**config.mk**
```make
export PLATFORM = sky130hd
export DESIGN_NAME = icu_slave_mode_cascade
export DESIGN_NICKNAME = d
export VERILOG_FILES = /design/src/common/icu_slave_pkg.sv /design/src/icu_slave_mode_cascade.sv
export SDC_FILE = /design/constraint.sdc
export NUM_CORES = 1
export LEC_CHECK = 0
export BUFFER_PORTS_ARGS = -buffer_cell sky130_fd_sc_hd__buf_4
export CORE_MARGIN = 2
export CORE_UTILIZATION = 64
export DETAILED_ROUTE_END_ITERATION = 8
export PLACE_DENSITY_LB_ADDON = 0.2
export SETUP_SLACK_MARGIN = 0.2
export SYNTH_ARGS = -nofsm -noshare
export SYNTH_HDL_FRONTEND = slang
export SYNTH_SLANG_ARGS = --single-unit
export TNS_END_PERCENT = 1
```
**constraint.sdc**
```tcl
create_clock -name clk -period 25.6 [get_ports clk]
set_clock_uncertainty 0.1 [all_clocks]
set_input_delay 1.28 -clock clk [delete_from_list [all_inputs] [get_ports clk]]
set_output_delay 1.28 -clock clk [all_outputs]
set_load 0.005 [all_outputs]
```
**src/common/icu_slave_pkg.sv**
```systemverilog
package icu_slave_pkg;
  // Register offsets
  localparam logic [7:0] OFS_VECTOR_BASE = 8'h20;
  localparam logic [7:0] OFS_END_OF_SERVICE = 8'h22;
  localparam logic [7:0] OFS_SOURCE_MASK = 8'h28;
  localparam logic [7:0] OFS_PRIORITY_THRESHOLD = 8'h2A;
  localparam logic [7:0] OFS_IN_SERVICE = 8'h2C;
  localparam logic [7:0] OFS_PENDING_REQUEST = 8'h2E;
  localparam logic [7:0] OFS_SHARED_STATUS = 8'h30;
  localparam logic [7:0] OFS_TIMER0_CTRL = 8'h32;
  localparam logic [7:0] OFS_DMA0_CTRL = 8'h34;
  localparam logic [7:0] OFS_DMA1_CTRL = 8'h36;
  localparam logic [7:0] OFS_TIMER1_CTRL = 8'h38;
  localparam logic [7:0] OFS_TIMER2_CTRL = 8'h3A;
  localparam logic [7:0] OFS_EVENT_STATUS = 8'h40;
  localparam logic [7:0] OFS_EVENT_MASK = 8'h42;

  // Low type codes per source
  localparam logic [2:0] CODE_TIMER0 = 3'h0;
  localparam logic [2:0] CODE_RESERVED = 3'h1;
  localparam logic [2:0] CODE_DMA0 = 3'h2;
  localparam logic [2:0] CODE_DMA1 = 3'h3;
  localparam logic [2:0] CODE_TIMER1 = 3'h4;
  localparam logic [2:0] CODE_TIMER2 = 3'h5;
  localparam int NUM_CODES = 6;

  // Field positions
  localparam int EOS_NONSPECIFIC_BIT = 15;
  localparam int STATUS_DMA_HALT_BIT = 15;
  localparam int CTRL_MASK_BIT = 3;
  localparam int EV_DELIVERED = 0;
  localparam int EV_SERVICE_DONE = 1;
  localparam int EV_REFUSED = 2;

  // Values after reset
  localparam logic [4:0] RST_VECTOR_BASE = 5'h00;
  localparam logic [5:0] RST_SOURCE_MASK = 6'h3F;
  localparam logic [2:0] RST_PRIORITY = 3'h7;
  localparam logic [2:0] RST_THRESHOLD = 3'h7;

  // Fixed upper type bits in master configuration
  localparam logic [4:0] MASTER_TYPE_BASE = 5'h01;

  // Response timing
  localparam int CLK_MHZ = 100;
  localparam int RESPONSE_CLOCKS = 55;
  localparam int NUM_PHASES = 14;
  localparam logic [3:0] PH_ACK1 = 4'h1;
  localparam logic [3:0] PH_ACK2 = 4'h3;
  localparam logic [3:0] PH_LAST = 4'hD;
  // Phase lengths in clocks, index 13 first, index 0 last
  localparam logic [NUM_PHASES-1:0][2:0] PHASE_LEN = {
    3'h5, 3'h4, 3'h4, 3'h3, 3'h4, 3'h4, 3'h4,
    3'h3, 3'h4, 3'h5, 3'h4, 3'h2, 3'h4, 3'h5};

  typedef enum logic [1:0] {
    SEQ_IDLE = 2'b01,
    SEQ_RUN = 2'b10
  } seq_state_t;
endpackage

```
**src/icu_slave_mode_cascade.sv**
```systemverilog
`timescale 1ns/1ps
module icu_slave_mode_cascade
  import icu_slave_pkg::*;
(
  input wire logic clk,
  input wire logic reset_n,
  input wire logic masterConfig,
  input wire logic [7:0] addr,
  input wire logic [15:0] wrData,
  input wire logic wrStrobe,
  input wire logic rdStrobe,
  output logic [15:0] rdData,
  input wire logic timer0Event,
  input wire logic dma0Event,
  input wire logic dma1Event,
  input wire logic timer1Event,
  input wire logic timer2Event,
  input wire logic slaveSelect,
  output logic intRequest,
  output logic intAckCycle,
  output logic [3:0] busPhase,
  output logic [7:0] typeNumber,
  output logic typeValid,
  output logic handlerFetch,
  output logic irq
);
  import icu_slave_pkg::*;

  typedef struct packed {
    seq_state_t seq;
    logic [3:0] phase;
    logic [2:0] cnt;
    logic [4:0] vecBase;
    logic [5:0] srcMask;
    logic [17:0] prio;
    logic [2:0] thr;
    logic [5:0] isr;
    logic [5:0] irr;
    logic [2:0] tmrSts;
    logic dmaHalt;
    logic [2:0] evSts;
    logic [2:0] evMask;
    logic [15:0] rdData;
    logic [7:0] typeNumber;
    logic typeValid;
    logic fetch;
    logic [1:0] selSync;
  } state_t;

  state_t state_reg;
  state_t state_next;

  // Codes that name a real source; code 1 stays reserved
  localparam logic [5:0] VALID_CODES = 6'h3D;

  // Response phases, lengths from the package table:
  //   0 request presented, 5 clocks
  //   1 first acknowledge, 4 clocks
  //   2 idle, 2 clocks
  //   3 second acknowledge, 4 clocks
  //   4 idle, 5 clocks
  //   5 vector offset read, 4 clocks
  //   6 idle, 3 clocks
  //   7 vector segment read, 4 clocks
  //   8 idle, 4 clocks
  //   9 flags push, 4 clocks
  //   10 idle, 3 clocks
  //   11 segment push, 4 clocks
  //   12 pointer push, 4 clocks
  //   13 idle before handler fetch, 5 clocks

  // True for a code that names a real source
  function automatic logic codeValid(input logic [2:0] code);
    return (code <= CODE_TIMER2) && (code != CODE_RESERVED);
  endfunction

  // Sum of all phase lengths, one full response
  function automatic int phaseTotal();
    int total;
    total = 0;
    for (int i = 0; i < NUM_PHASES; i++) begin
      total += int'(PHASE_LEN[i]);
    end
    return total;
  endfunction

  // Refuse constants the sequencer cannot serve
  if (NUM_CODES != 6) begin : g_codeCountCheck
    $error("six source codes expected");
  end
  if (phaseTotal() != RESPONSE_CLOCKS) begin : g_phaseSumCheck
    $error("phase lengths do not add up to the response time");
  end
  if (PH_LAST != 4'(NUM_PHASES - 1)) begin : g_lastPhaseCheck
    $error("last phase index does not match the phase count");
  end

  // Highest eligible request: {valid, code}
  function automatic logic [3:0] pickSource(
    input logic [5:0] req,
    input logic [5:0] msk,
    input logic [17:0] pri,
    input logic [2:0] threshold,
    input logic [5:0] inSvc
  );
    logic [3:0] best;
    logic [3:0] top;
    logic [3:0] found;
    best = 4'h8;
    top = 4'h8;
    found = 4'h0;
    // Best priority still in service
    for (int i = 0; i < NUM_CODES; i++) begin
      if (inSvc[i] && ({1'b0, pri[i*3 +: 3]} < top)) begin
        top = {1'b0, pri[i*3 +: 3]};
      end
    end
    for (int i = 0; i < NUM_CODES; i++) begin
      // Lower value wins, lowest code on ties
      // reserved code never requests
      if (codeValid(3'(i)) && req[i] && !msk[i] && pri[i*3 +: 3] <= threshold
          && ({1'b0, pri[i*3 +: 3]} < top) && ({1'b0, pri[i*3 +: 3]} < best)) begin
        best = {1'b0, pri[i*3 +: 3]};
        found = {1'b1, 3'(i)};
      end
    end
    return found;
  endfunction

  // Control register read image for one source
  function automatic logic [15:0] ctrlImage(
    input logic [17:0] pri,
    input logic [5:0] msk,
    input int code
  );
    ctrlImage = 16'h0000;
    ctrlImage[2:0] = pri[code*3 +: 3];
    ctrlImage[CTRL_MASK_BIT] = msk[code];
  endfunction

  logic [3:0] pick;
  logic [5:0] srcEvents;
  logic [5:0] ctrlHit;

  assign pick = pickSource(state_reg.irr, state_reg.srcMask, state_reg.prio,
                           state_reg.thr, state_reg.isr);
  // Source events in code order; code 1 has no source
  assign srcEvents = {
    timer2Event, // Code 5
    timer1Event, // Code 4
    dma1Event, // Code 3
    dma0Event, // Code 2
    1'b0, // Code 1 reserved
    timer0Event // Code 0
  };
  // Control register hits in code order
  assign ctrlHit = {
    addr == OFS_TIMER2_CTRL,
    addr == OFS_TIMER1_CTRL,
    addr == OFS_DMA1_CTRL,
    addr == OFS_DMA0_CTRL,
    1'b0,
    addr == OFS_TIMER0_CTRL
  };

  always_comb begin
    logic [5:0] setIrr;
    logic [5:0] clrIsr;
    logic [2:0] evSet;
    logic [2:0] code;
    setIrr = srcEvents;
    clrIsr = 6'h00;
    evSet = 3'h0;
    code = wrData[2:0];
    state_next = state_reg;
    state_next.typeValid = 1'b0;
    state_next.fetch = 1'b0;
    state_next.selSync = {state_reg.selSync[0], slaveSelect};

    // Register writes
    if (wrStrobe) begin
      if (addr == OFS_VECTOR_BASE) begin
        if (!masterConfig) begin
          state_next.vecBase = wrData[7:3];
        end
      end else if (addr == OFS_END_OF_SERVICE) begin
        if (wrData[EOS_NONSPECIFIC_BIT]) begin
          evSet[EV_REFUSED] = 1'b1;
        end else if (codeValid(code)) begin
          clrIsr[code] = 1'b1;
          evSet[EV_SERVICE_DONE] = 1'b1;
        end
      end else if (addr == OFS_SOURCE_MASK) begin
        // Mask per source, reserved bit kept clear
        state_next.srcMask = wrData[5:0] & VALID_CODES;
      end else if (addr == OFS_PRIORITY_THRESHOLD) begin
        // same threshold layout in both configurations
        state_next.thr = wrData[2:0];
      end else if (addr == OFS_IN_SERVICE) begin
        // In-service bits written directly
        state_next.isr = wrData[5:0] & VALID_CODES;
      end else if (addr == OFS_PENDING_REQUEST) begin
        // Pending requests written directly
        state_next.irr = wrData[5:0] & VALID_CODES;
      end else if (addr == OFS_SHARED_STATUS) begin
        // DMA halt and per-timer pending bits
        state_next.dmaHalt = wrData[STATUS_DMA_HALT_BIT];
        state_next.tmrSts = wrData[2:0];
      end else if (|ctrlHit) begin
        for (int i = 0; i < NUM_CODES; i++) begin
          if (ctrlHit[i]) begin
            state_next.prio[i*3 +: 3] = wrData[2:0];
            state_next.srcMask[i] = wrData[CTRL_MASK_BIT];
          end
        end
      end else if (addr == OFS_EVENT_STATUS) begin
        // Write one to clear
        state_next.evSts = state_reg.evSts & ~wrData[2:0];
      end else if (addr == OFS_EVENT_MASK) begin
        // One masks the event
        state_next.evMask = wrData[2:0];
      end
    end

    // Service-done clears first, so a delivery in the same cycle wins
    state_next.isr = state_next.isr & ~clrIsr;

    // Response sequencer
    case (state_reg.seq)
      SEQ_IDLE: begin
        if (pick[3]) begin
          state_next.seq = SEQ_RUN;
          state_next.phase = 4'h0;
          state_next.cnt = PHASE_LEN[0] - 3'h1;
        end
      end
      SEQ_RUN: begin
        if (state_reg.cnt != 3'h0) begin
          state_next.cnt = state_reg.cnt - 3'h1;
        end else if (state_reg.phase == PH_LAST) begin
          state_next.seq = SEQ_IDLE;
          state_next.fetch = 1'b1;
        end else begin
          state_next.phase = state_reg.phase + 4'h1;
          state_next.cnt = PHASE_LEN[state_reg.phase + 4'h1] - 3'h1;
        end
        // type handed over at end of second acknowledge
        if (state_reg.phase == PH_ACK2 && state_reg.cnt == 3'h0
            && state_reg.selSync[1] && pick[3]) begin
          state_next.typeNumber = {masterConfig ? MASTER_TYPE_BASE
                                  : state_reg.vecBase, pick[2:0]};
          state_next.typeValid = 1'b1;
          state_next.isr[pick[2:0]] = 1'b1;
          setIrr[pick[2:0]] = 1'b0;
          state_next.irr[pick[2:0]] = 1'b0;
          evSet[EV_DELIVERED] = 1'b1;
          if (pick[2:0] == CODE_TIMER0) begin
            state_next.tmrSts[0] = 1'b0;
          end else if (pick[2:0] == CODE_TIMER1) begin
            state_next.tmrSts[1] = 1'b0;
          end else if (pick[2:0] == CODE_TIMER2) begin
            state_next.tmrSts[2] = 1'b0;
          end
        end
      end
      default: begin
        state_next.seq = SEQ_IDLE;
      end
    endcase

    // Source events win over clears, except the delivered code's pending bit, which the delivery clears
    state_next.irr = state_next.irr | (setIrr & VALID_CODES);
    state_next.tmrSts = state_next.tmrSts | {timer2Event, timer1Event, timer0Event};
    state_next.evSts = state_next.evSts | evSet;

    // Read data, valid the cycle after the strobe
    state_next.rdData = 16'h0000;
    if (rdStrobe) begin
      if (addr == OFS_VECTOR_BASE) begin
        // Vector base, low type bits read zero
        state_next.rdData = {8'h00, masterConfig ? MASTER_TYPE_BASE
                             : state_reg.vecBase, 3'h0};
      end else if (addr == OFS_SOURCE_MASK) begin
        // Source mask image
        state_next.rdData = {10'h000, state_reg.srcMask};
      end else if (addr == OFS_PRIORITY_THRESHOLD) begin
        // Threshold image
        state_next.rdData = {13'h0000, state_reg.thr};
      end else if (addr == OFS_IN_SERVICE) begin
        // In-service image
        state_next.rdData = {10'h000, state_reg.isr};
      end else if (addr == OFS_PENDING_REQUEST) begin
        // Pending request image
        state_next.rdData = {10'h000, state_reg.irr};
      end else if (addr == OFS_SHARED_STATUS) begin
        // DMA halt and timer pending image
        state_next.rdData = {state_reg.dmaHalt, 12'h000, state_reg.tmrSts};
      end else if (|ctrlHit) begin
        // Control image of the addressed source
        for (int i = 0; i < NUM_CODES; i++) begin
          if (ctrlHit[i]) begin
            state_next.rdData = ctrlImage(state_reg.prio, state_reg.srcMask, i);
          end
        end
      end else if (addr == OFS_EVENT_STATUS) begin
        // Event status image
        state_next.rdData = {13'h0000, state_reg.evSts};
      end else if (addr == OFS_EVENT_MASK) begin
        // Event mask image
        state_next.rdData = {13'h0000, state_reg.evMask};
      end
      // poll offsets and all others read zero
    end
  end

  // State register
  always_ff @(posedge clk) begin
    if (!reset_n) begin
      // Clear all, then load the nonzero reset values
      state_reg <= '0;
      state_reg.seq <= SEQ_IDLE;
      state_reg.vecBase <= RST_VECTOR_BASE;
      state_reg.srcMask <= RST_SOURCE_MASK;
      state_reg.prio <= {NUM_CODES{RST_PRIORITY}};
      state_reg.thr <= RST_THRESHOLD;
    end else begin
      state_reg <= state_next;
    end
  end

  // Outputs
  assign rdData = state_reg.rdData;
  // Request level to the external master
  assign intRequest = pick[3];
  assign intAckCycle = (state_reg.seq == SEQ_RUN)
                       && (state_reg.phase == PH_ACK1 || state_reg.phase == PH_ACK2);
  // Phase number while running, zero when idle
  assign busPhase = (state_reg.seq == SEQ_RUN) ? state_reg.phase : 4'h0;
  // Delivered type and one-cycle pulses
  assign typeNumber = state_reg.typeNumber;
  assign typeValid = state_reg.typeValid;
  assign handlerFetch = state_reg.fetch;
  // Level interrupt from unmasked events
  assign irq = |(state_reg.evSts & ~state_reg.evMask);
endmodule

```
==> results of run 1 <==
worst paths after layout:
kind / start / endpoint / slack, ns / depth (start not counted)
worst max-delay path: state_reg[45] / state_reg[48] / 12.83 / 58
worst min-delay path: state_reg[39] / state_reg[39] / 0.35 / 2
worst max register to register: state_reg[45] / state_reg[48] / 12.83 / 58
worst min register to register: state_reg[39] / state_reg[39] / 0.35 / 2
final cells by class:
type / count / area (um2)
Clock inverter: 6 / 95.09
Inverter: 34 / 127.6
Tap cell: 111 / 138.9
Clock buffer: 10 / 137.6
Sequential cell: 81 / 1622
Timing Repair Buffer: 55 / 412.9
Fill cell: 735 / 2698
Multi-Input combinational cell: 605 / 3921
power groups by stage:
stage	clock (mW)	combinational, mW	sequential (mW)
6_report	0.111	0.0172	0.129
3_3_place_gp	0	0.0164	0.131
2_1_floorplan	0	0.0108	0.131
3_5_place_dp	0	0.0168	0.131
4_1_cts	0.111	0.0169	0.128
5_1_grt	0.116	0.0188	0.129
layout by cell type (no fill, tap or decap), types with 10 or more instances in the layout:
cell type,n
sky130_fd_sc_hd__a21oi_1,42
sky130_fd_sc_hd__nor3_1,15
sky130_fd_sc_hd__clkbuf_8,10
sky130_fd_sc_hd__nor2_1,68
sky130_fd_sc_hd__mux2_2,11
sky130_fd_sc_hd__inv_1,34
sky130_fd_sc_hd__nand3_1,39
sky130_fd_sc_hd__buf_4,55
sky130_fd_sc_hd__nand2b_1,17
sky130_fd_sc_hd__and2_1,12
sky130_fd_sc_hd__nand2_1,87
sky130_fd_sc_hd__a31oi_1,12
sky130_fd_sc_hd__mux2i_1,23
sky130_fd_sc_hd__o21ai_0,46
sky130_fd_sc_hd__o21a_1,16
sky130_fd_sc_hd__dfxtp_1,81
sky130_fd_sc_hd__nor2b_1,12
sky130_fd_sc_hd__ha_1,44
logic make-up (layout without fill, tap and decap cells):
group / Yosys count / count (layout) / synth area share
xor gates and xnor gates: 3 / 3 / 0.004387
adders and majority gates: 44 / 44 / 0.09190
DFF: 81 / 81 / 0.2707
and+or+nand+nor: 303 / 303 / 0.2496
muxes: 34 / 34 / 0.05911
AOI/OAI and AO/OA: 214 / 214 / 0.2452
other: 1 / 7 / 0.0006260
buffers and inverters: 92 / 105 / 0.07853
worst reg2reg max path, delay by kind of cell, from the launching register on:
family | cells | cell delay [ns]
compound gates | 30 | 6.04
fa+ha+maj | 8 | 2.27
mux | 3 | 1.11
simple gates | 13 | 2.37
flops | 1 | 0.53
buf+inv | 4 | 0.25
layer usage:
layer,track usage,share of wire,wire (um)
met2,0.5723,0.46,8167
met5,0,0,0
met1,0.4725,0.42,7443
met3,0.04854,0.088,1553
met4,0.1496,0.032,563
==> results, run 1 <==
- After synthesis the cells add up to 0.005991 mm2.
- Counting stages on the worst path, the most repeated cell is sky130_fd_sc_hd__o21ai_0.
- The iteration count of the initial detailed-routing pass is 5.
- The max-capacitance violation count is 0.
- The number of hold buffers added after CTS is 0.
- The port buffer count is 53.
- The remaining number of nets flagged by the antenna check after routing is 0.
- Of all cell types, the one taking the most synthesized area is sky130_fd_sc_hd__dfxtp_1.
- The clock tree from TritonCTS is built.
- The core area is 0.009153 mm2.
- The net switching power is 64.13 uW.
- The data required time of the critical path is 25.74 ns.
- The area share of the largest cell type after synthesis is 0.2707.
- Detailed placement finished with a half-perimeter wire length of 13170 um.
- The die covers 0.01015 mm2.
- Buffers inserted during clock tree synthesis total 9.
- The post-cts resize count is 0.
- In the global route stage, overall resource usage came out at 0.3537.
- The flop and latch count out of synthesis is 81.
- The post-synthesis cell type count is 75.
- The total negative slack for setup checks is 0 ns.
- Across all setup checks in the final design, the least slack found is 12.83 ns.
- Yosys mapped a number of flops with a built-in enable equal to 0.
- The share of power burned in the clock network is 0.432.
- For this configuration, the core starts out at a cell density of 0.6545.
- Counting tap cells, the placed design contains a total of 886 instances.
- The detailed-route DRC error count is 0.
- The count of yosys warnings during synthesis is 0.
- For this run, the share of the core covered by cells in the final layout is 0.7053.
- Along the worst path, the maximum fanout reaches 11.
- The worst path arrival time is 12.92 ns.
- The initial antenna violation count is 0.
- The later-pin clock latency in the skew report is 0.35 ns.
- The final number of hold-violating endpoints came to 0.
- The number of antenna diodes is 0.
- The global-route wire length before repair is 28330 um.
- The first routing iteration left 449 violations.
- The clock period minus final worst setup slack is 12.77 ns.
- Together, buffers and inverters on the worst path number 4.
- The highest achievable clock rate is 78.30 MHz.
- For this run, the slowest stage of the critical path takes 0.53 ns.
- The cell area reported after detailed placement is 0.006222 mm2.
- The sink count of the clock tree is 81.
- The analysis attributes to cell leakage a power of 2.546 nW.
- The horizontal extent of the die is 100.8 um.
- The most used flip-flop cell after synthesis is sky130_fd_sc_hd__dfxtp_1.
- The depth of the CTS H-tree is 3.
- Counting flops with an async set or reset pin after synthesis yields a share of 0.
- The internal power is 192.6 uW.
- The clock transition time at the flip-flop clock pins of the worst setup and hold paths is 0.09 ns.
- The worst slew margin relative to its limit is 0.2465.
- The minimum hold slack is 0.3455 ns.
- The detailed-route wire length per cell is 19.65 um.
- The worst setup path is captured at a flip-flop.
- At the end of routability-driven placement, the weighted congestion stood at 0.9656.
- After the last flow step, the layout net total stands at 865.
- Setup repair after global routing left no endpoint under its margin.
- The commonest cells after synthesis are 87 x sky130_fd_sc_hd__nand2_1, 81 x sky130_fd_sc_hd__dfxtp_1, 68 x sky130_fd_sc_hd__nor2_1.
- The pin count of the biggest net entering global routing is 47.
- By instance count, the leading cell after synthesis is sky130_fd_sc_hd__nand2_1.
- The finished cells cover 0.006455 mm2.
- The via count of the first global-routing pass came to 5676.
- Total power for the finished layout comes to 256.7 uW.
- In the final layout, the share of cells above drive strength 1 is 0.1239.
- Of the total power, registers draw 0.501.
- Using the TritonRoute via totals, the vias-per-cell ratio works out to 6.588.
- For this block, the routed nets add up to 17730 um of wire.
- The buffers inserted during post-CTS setup optimization is 0.
- At the pin with the least slew margin, the transition time is 1.129 ns.
- The startpoint type of the worst setup path is a flip-flop.
- The root cell of the clock tree is sky130_fd_sc_hd__clkbuf_8.
- After the flow finishes, the layout carries non-filler instances totaling 902.
- The flow ran to the end, and the final reports show no timing, DRC or antenna violations.
- Ranked by total cell area, the synthesized netlist is headed by sky130_fd_sc_hd__dfxtp_1 27%, sky130_fd_sc_hd__ha_1 9.2%, sky130_fd_sc_hd__nand2_1 5.5%, sky130_fd_sc_hd__nor2_1 4.3%, sky130_fd_sc_hd__mux2i_1 3.8%.
- The worst setup slack after placement is 13.09 ns.
- The register with the most flip-flops in the layout has 61 of them.
- The final count of pins violating max slew came to 0.
- The I/O pin count is 68.
- The class of the tightest hold or removal check is reg -> reg.
- Grouping stages by cell kind, the critical path spends the most delay in compound AO/OA/AOI/OAI gates.
- Row generation in the floorplan step produced 35 rows.
- The largest vdd supply drop is 30.92 uV.
- Synthesis handed over a netlist of 772 instances.
- Of the available clock period, the critical path in the final layout requires 0.4989.
- For this run, the register share of the synthesized area comes to 0.2707.
- After global routing the overflow that remains totals 0.
- Of the total power, the share spent switching nets is 0.2498.
- The worst setup path is of the reg -> reg kind.
- On the critical path, the stage with the largest delay is an instance of sky130_fd_sc_hd__dfxtp_1.
- Of the total power, combinational logic draws 0.067.
- The total via count after detailed routing is 5942.
- The per-instance average area after synthesis is 7.760 um2.
- No sink is reached through more buffers than the 2 on the longest clock path.
- The die is 100.8 um tall.
- The synthesis-to-finish area growth is 7.749%.
- Setup violations remaining at the end of the flow were counted as 0.
- For this design the ratio of total power to cell area is 39.77 mW/mm2.
Note: power is estimated with default switching activity, not from simulation.
==> run 2, diff against run 1 <==
--- a/config.mk
+++ b/config.mk
@@ -5,9 +5,10 @@
 export SDC_FILE = /design/constraint.sdc
 export NUM_CORES = 1
 export LEC_CHECK = 0
+export ABC_AREA = 1
 export BUFFER_PORTS_ARGS = -buffer_cell sky130_fd_sc_hd__buf_4
 export CORE_MARGIN = 2
-export CORE_UTILIZATION = 64
+export CORE_UTILIZATION = 59
 export DETAILED_ROUTE_END_ITERATION = 8
 export PLACE_DENSITY_LB_ADDON = 0.2
 export SETUP_SLACK_MARGIN = 0.2
==> constraint.sdc (replaced) <==
create_clock -name clk -period 12.56 [get_ports clk]
set_clock_uncertainty 0.1 [all_clocks]
set_input_delay 0.628 -clock clk [delete_from_list [all_inputs] [get_ports clk]]
set_output_delay 0.628 -clock clk [all_outputs]
set_load 0.005 [all_outputs]
==> run 2 against run 1 <==
Core utilization decreased by 4.1 points. Sequential cell count unchanged. Die area increased by 0.31%. Synthesized cell count increased by 7.3%. Critical endpoint is now intRequest. Clock-buffer cell count decreased by 1. Non-clock buffer count decreased by 1. Largest power group unchanged. Critical path depth increased by 4. Combinational power increased to 5.0 times the previous value. Setup slack got worse by 10 ns. Cell area decreased by 5.3%. Largest cell class unchanged. First-iteration DRC count increased by 12%. Sequential share of layout area increased by 1.4 points.
==> results, run 2 <==
- For this block, the routed nets add up to 15600 um of wire.
- The class of the tightest hold or removal check is reg -> reg.
- The initial utilization of the core area, before any placement, comes to 0.6024.
- The pre-antenna-repair detailed-routing pass consisted of 5 iterations.
- The count of flip-flops with a built-in enable after synthesis is 0.
- The part of the total power dissipated in sequential elements is 0.470.
- The run finished with clean final reports.
- The placed cell count is 963.
- For this run, the number of Yosys warnings is 0.
- The global-route wire length before repair is 24990 um.
- The total via count after detailed routing is 5624.
- The final count of negative-setup-slack endpoints is 0.
- The synthesized instance count is 828.
- The type of the worst setup path is reg -> out.
- CTS built an H-tree with a depth of 3.
- The cell area that synthesis handed to floorplanning was 0.005540 mm2.
- In the final layout, the share of cells above drive strength 1 is 0.1244.
- The met2 usage is 0.4872.
- The worst-case IR drop observed on VDD is 61.23 uV.
- The pin count of the biggest net entering global routing is 43.
- The repair_antennas step left the layout with diodes totalling 0.
- The library cells used most frequently in the layout, excluding fill and tap cells, are 136 x sky130_fd_sc_hd__nand2_1, 118 x sky130_fd_sc_hd__inv_1, 112 x sky130_fd_sc_hd__nor2_1.
- The final count of pins violating max slew came to 0.
- Synthesis inferred 81 register bits.
- Counting along the longest clock path gives a buffer depth of 2.
- For the worst setup path, the data required time is 11.83 ns.
- The clock period minus final worst setup slack is 10.02 ns.
- TritonCTS built the clock tree.
- In this run, distinct cell masters in the synthesized netlist total 46.
- Of all flip-flops after synthesis, the portion carrying an async set or reset was 0.
- The buffers inserted during post-CTS setup optimization is 0.
- The highest-delay cell along the critical path is sky130_fd_sc_hd__o21ai_0.
- In this run the worst setup path begins at state_reg[44].
- After global routing the overflow that remains totals 0.
- At the pin with the least slew margin, the transition time is 1.135 ns.
- The die outline area is 0.01018 mm2.
- The number of buffers added by the clock tree synthesis step is 9.
- On the critical path the largest part of the delay comes from simple AND/OR/NAND/NOR gates.
- The synthesis-to-finish area growth is 10.34%.
- In the final design database the tool counted 942 nets.
- Clock tree synthesis found a total of 81 sinks.
- By count the netlist is led by 136 x sky130_fd_sc_hd__nand2_1, 118 x sky130_fd_sc_hd__inv_1, 112 x sky130_fd_sc_hd__nor2_1.
- The post-detailed-placement half-perimeter wirelength is 11950 um.
- The critical path crosses 62 cells after its start point.
- The initial antenna violation count is 0.
- The filler cell count is 834.
- The register with the most flip-flops in the layout has 61 of them.
- The placer's final routability congestion estimate is 0.9337.
- The die is 100.9 um tall.
- The most frequently used flop master after synthesis is sky130_fd_sc_hd__dfxtp_1.
- The worst setup path is captured at an output port.
- In this run the critical register-to-register path is launched from state_reg[44].
- The via count of the first global-routing pass is 5084.
- The layer with the highest usage is met2.
- The root cell of the clock tree is sky130_fd_sc_hd__clkbuf_8.
- During I/O placement, the number of pins put on the boundary was 68.
- At the later pin of the worst-skew pair, clock insertion delay measures 0.36 ns.
- Once the clock tree was built, the resizer swapped 0 gates to a different size.
- Of the total power, the share spent switching nets is 0.2963.
- The met1 global-route usage is 0.4416.
- The number of buffers and inverters on the critical path is 8.
- Across every metal layer, demand over resource in global routing totals 0.3141.
- In the routed layout, each cell is associated on average with a via count of 5.745.
- For flop-to-flop paths, the worst setup slack is 3.12 ns.
- The region available for standard cell placement spans 0.009196 mm2.
- The number of core rows is 35.
- The internal power is 412.6 uW.
- Dividing the synthesized area by the synthesized cell count gives 6.691 um2.
- The footprint of the multi-input gates is 0.003224 mm2.
- Setup repair after global routing left no endpoint under its margin.
- In this run the power density over the cells is 95.91 mW/mm2.
- Summed over all instances, the cell type with the most area after synthesis is sky130_fd_sc_hd__dfxtp_1.
- The most frequent cell on the critical path is sky130_fd_sc_hd__nand2_1.
- For this design the total switching power over the nets is 173.7 uW.
- In this run the tightest slew margin relative to its limit is 0.2426.
- The horizontal extent of the die is 100.9 um.
- The number of cells in the finished layout apart from fillers is 979.
- Measured in cells, the most critical reg-to-reg path has a length of 65.
- After the first detailed-routing iteration, the DRC count stood at 505.
- The clock transition time at the flip-flop clock pins of the worst setup and hold paths is 0.09 ns.
- The share of power burned in the clock network is 0.385.
- The static leakage power is 2.890 nW.
- The maximum fanout count along the critical path is 9.
- The detailed-route DRC error count is 0.
- The remaining number of nets flagged by the antenna check after routing is 0.
- Of the available clock period, the critical path in the final layout requires 0.7976.
- The sequential element share of the synthesized area is 0.2927.
- The share of power burned in combinational logic is 0.145.
- Across the whole layout, storage elements account for 0.001622 mm2.
- The commonest non-fill, non-tap cell in the layout is sky130_fd_sc_hd__nand2_1.
- The startpoint type of the worst setup path is a flip-flop.
- Ranked by total cell area, the synthesized netlist is headed by sky130_fd_sc_hd__dfxtp_1 29%, sky130_fd_sc_hd__ha_1 9.9%, sky130_fd_sc_hd__nand2_1 9.2%, sky130_fd_sc_hd__inv_1 8.0%, sky130_fd_sc_hd__nor2_1 7.6%.
- The most common cell in the synthesized netlist is sky130_fd_sc_hd__nand2_1.
- The port buffer count is 53.
- The worst reg2reg path endpoint is state_reg[84].
- The total negative slack for setup checks is 0 ns.
- Based on the critical path, the design can be clocked at up to 99.82 MHz.
- In this design, the stage delay of the slowest critical-path cell is 0.60 ns.
- The number of hold buffers added after CTS is 0.
- The detailed-route wire length per cell is 15.94 um.
- The max-capacitance violation count is 0.
- The area share of the largest cell type after synthesis is 0.2927.
- The final number of hold-violating endpoints came to 0.
- The timing endpoint of the critical path is intRequest.
- For the worst setup path, the data arrival time is 9.29 ns.
- For met3 alone, demand over resource in global routing was 0.04369.
==> run 2: worst min path at each step <==
| stage | from | to | cells past startpoint |
|---|---|---|---|
| floorplan | state_next[1] | state_reg[1] | 2 |
| global placement | state_next[1] | state_reg[1] | 2 |
| detailed placement | state_next[1] | state_reg[1] | 2 |
| CTS | state_next[1] | state_reg[1] | 2 |
| global route | slaveSelect | state_next[1] | 3 |
| finish | state_next[1] | state_reg[1] | 2 |
==> run 2: power by group through the flow <==
stage          logic [mW]  clock network, mW  registers, mW
2_1_floorplan      0.0619                  0          0.278
3_3_place_gp       0.0805                  0          0.280
3_5_place_dp       0.0839                  0          0.281
4_1_cts            0.0844              0.228          0.275
5_1_grt            0.0976              0.238          0.277
6_report           0.0852              0.226          0.276
==> run 2: logic make-up (layout without fill, tap and decap cells) <==
logic type / after synthesis / count (layout) / synth area share
AOI/OAI and AO/OA: 193 / 193 / 0.2028
xor gates and xnor gates: 1 / 1 / 0.001581
adders and majority gates: 44 / 44 / 0.09937
buffers and inverters: 165 / 199 / 0.1294
DFF: 81 / 81 / 0.2927
other: 1 / 7 / 0.0006769
and+or+nand+nor: 343 / 343 / 0.2735
==> run 2: stage by stage <==
| step | power (mW) | hold slack [ns] | area, um2 | util | setup slack [ns] |
|---|---|---|---|---|---|
| 2_1_floorplan | 0.3403 | 0.2905 | 5563 | - | 4.438 |
| 3_3_place_gp | 0.3610 | 0.2947 | 5882 | 0.6396 | 3.441 |
| 3_5_place_dp | 0.3652 | 0.3071 | 5882 | 0.6396 | 3.042 |
| 4_1_cts | 0.5874 | 0.3296 | 6113 | 0.6648 | 2.615 |
| 5_1_grt | 0.6124 | 0.3343 | 6113 | 0.6648 | 1.640 |
| 6_report | 0.5863 | 0.3286 | 6113 | 0.6648 | 2.542 |
==> run 2: final cells by class <==
cell class                 count  area share
tap                          111     0.02272
sequential                    81      0.2652
clock inverter                 7     0.01760
inverter                     129     0.08043
timing repair buffer          54     0.06631
multi-input combinational    588      0.5274
clock buffer                   9     0.02026
==> run 2: routing by layer <==
layer	vias up	wire length [um]
met5	-	0
met4	0	501
met3	46	1169
met2	233	7040
met1	2553	6889
li1	2792	-
==> run 2: tightest hold or removal path: stages (launching register included) <==
cell	delay, ns
sky130_fd_sc_hd__dfxtp_1	0.31
sky130_fd_sc_hd__nand2_1	0.05
sky130_fd_sc_hd__inv_1	0.03
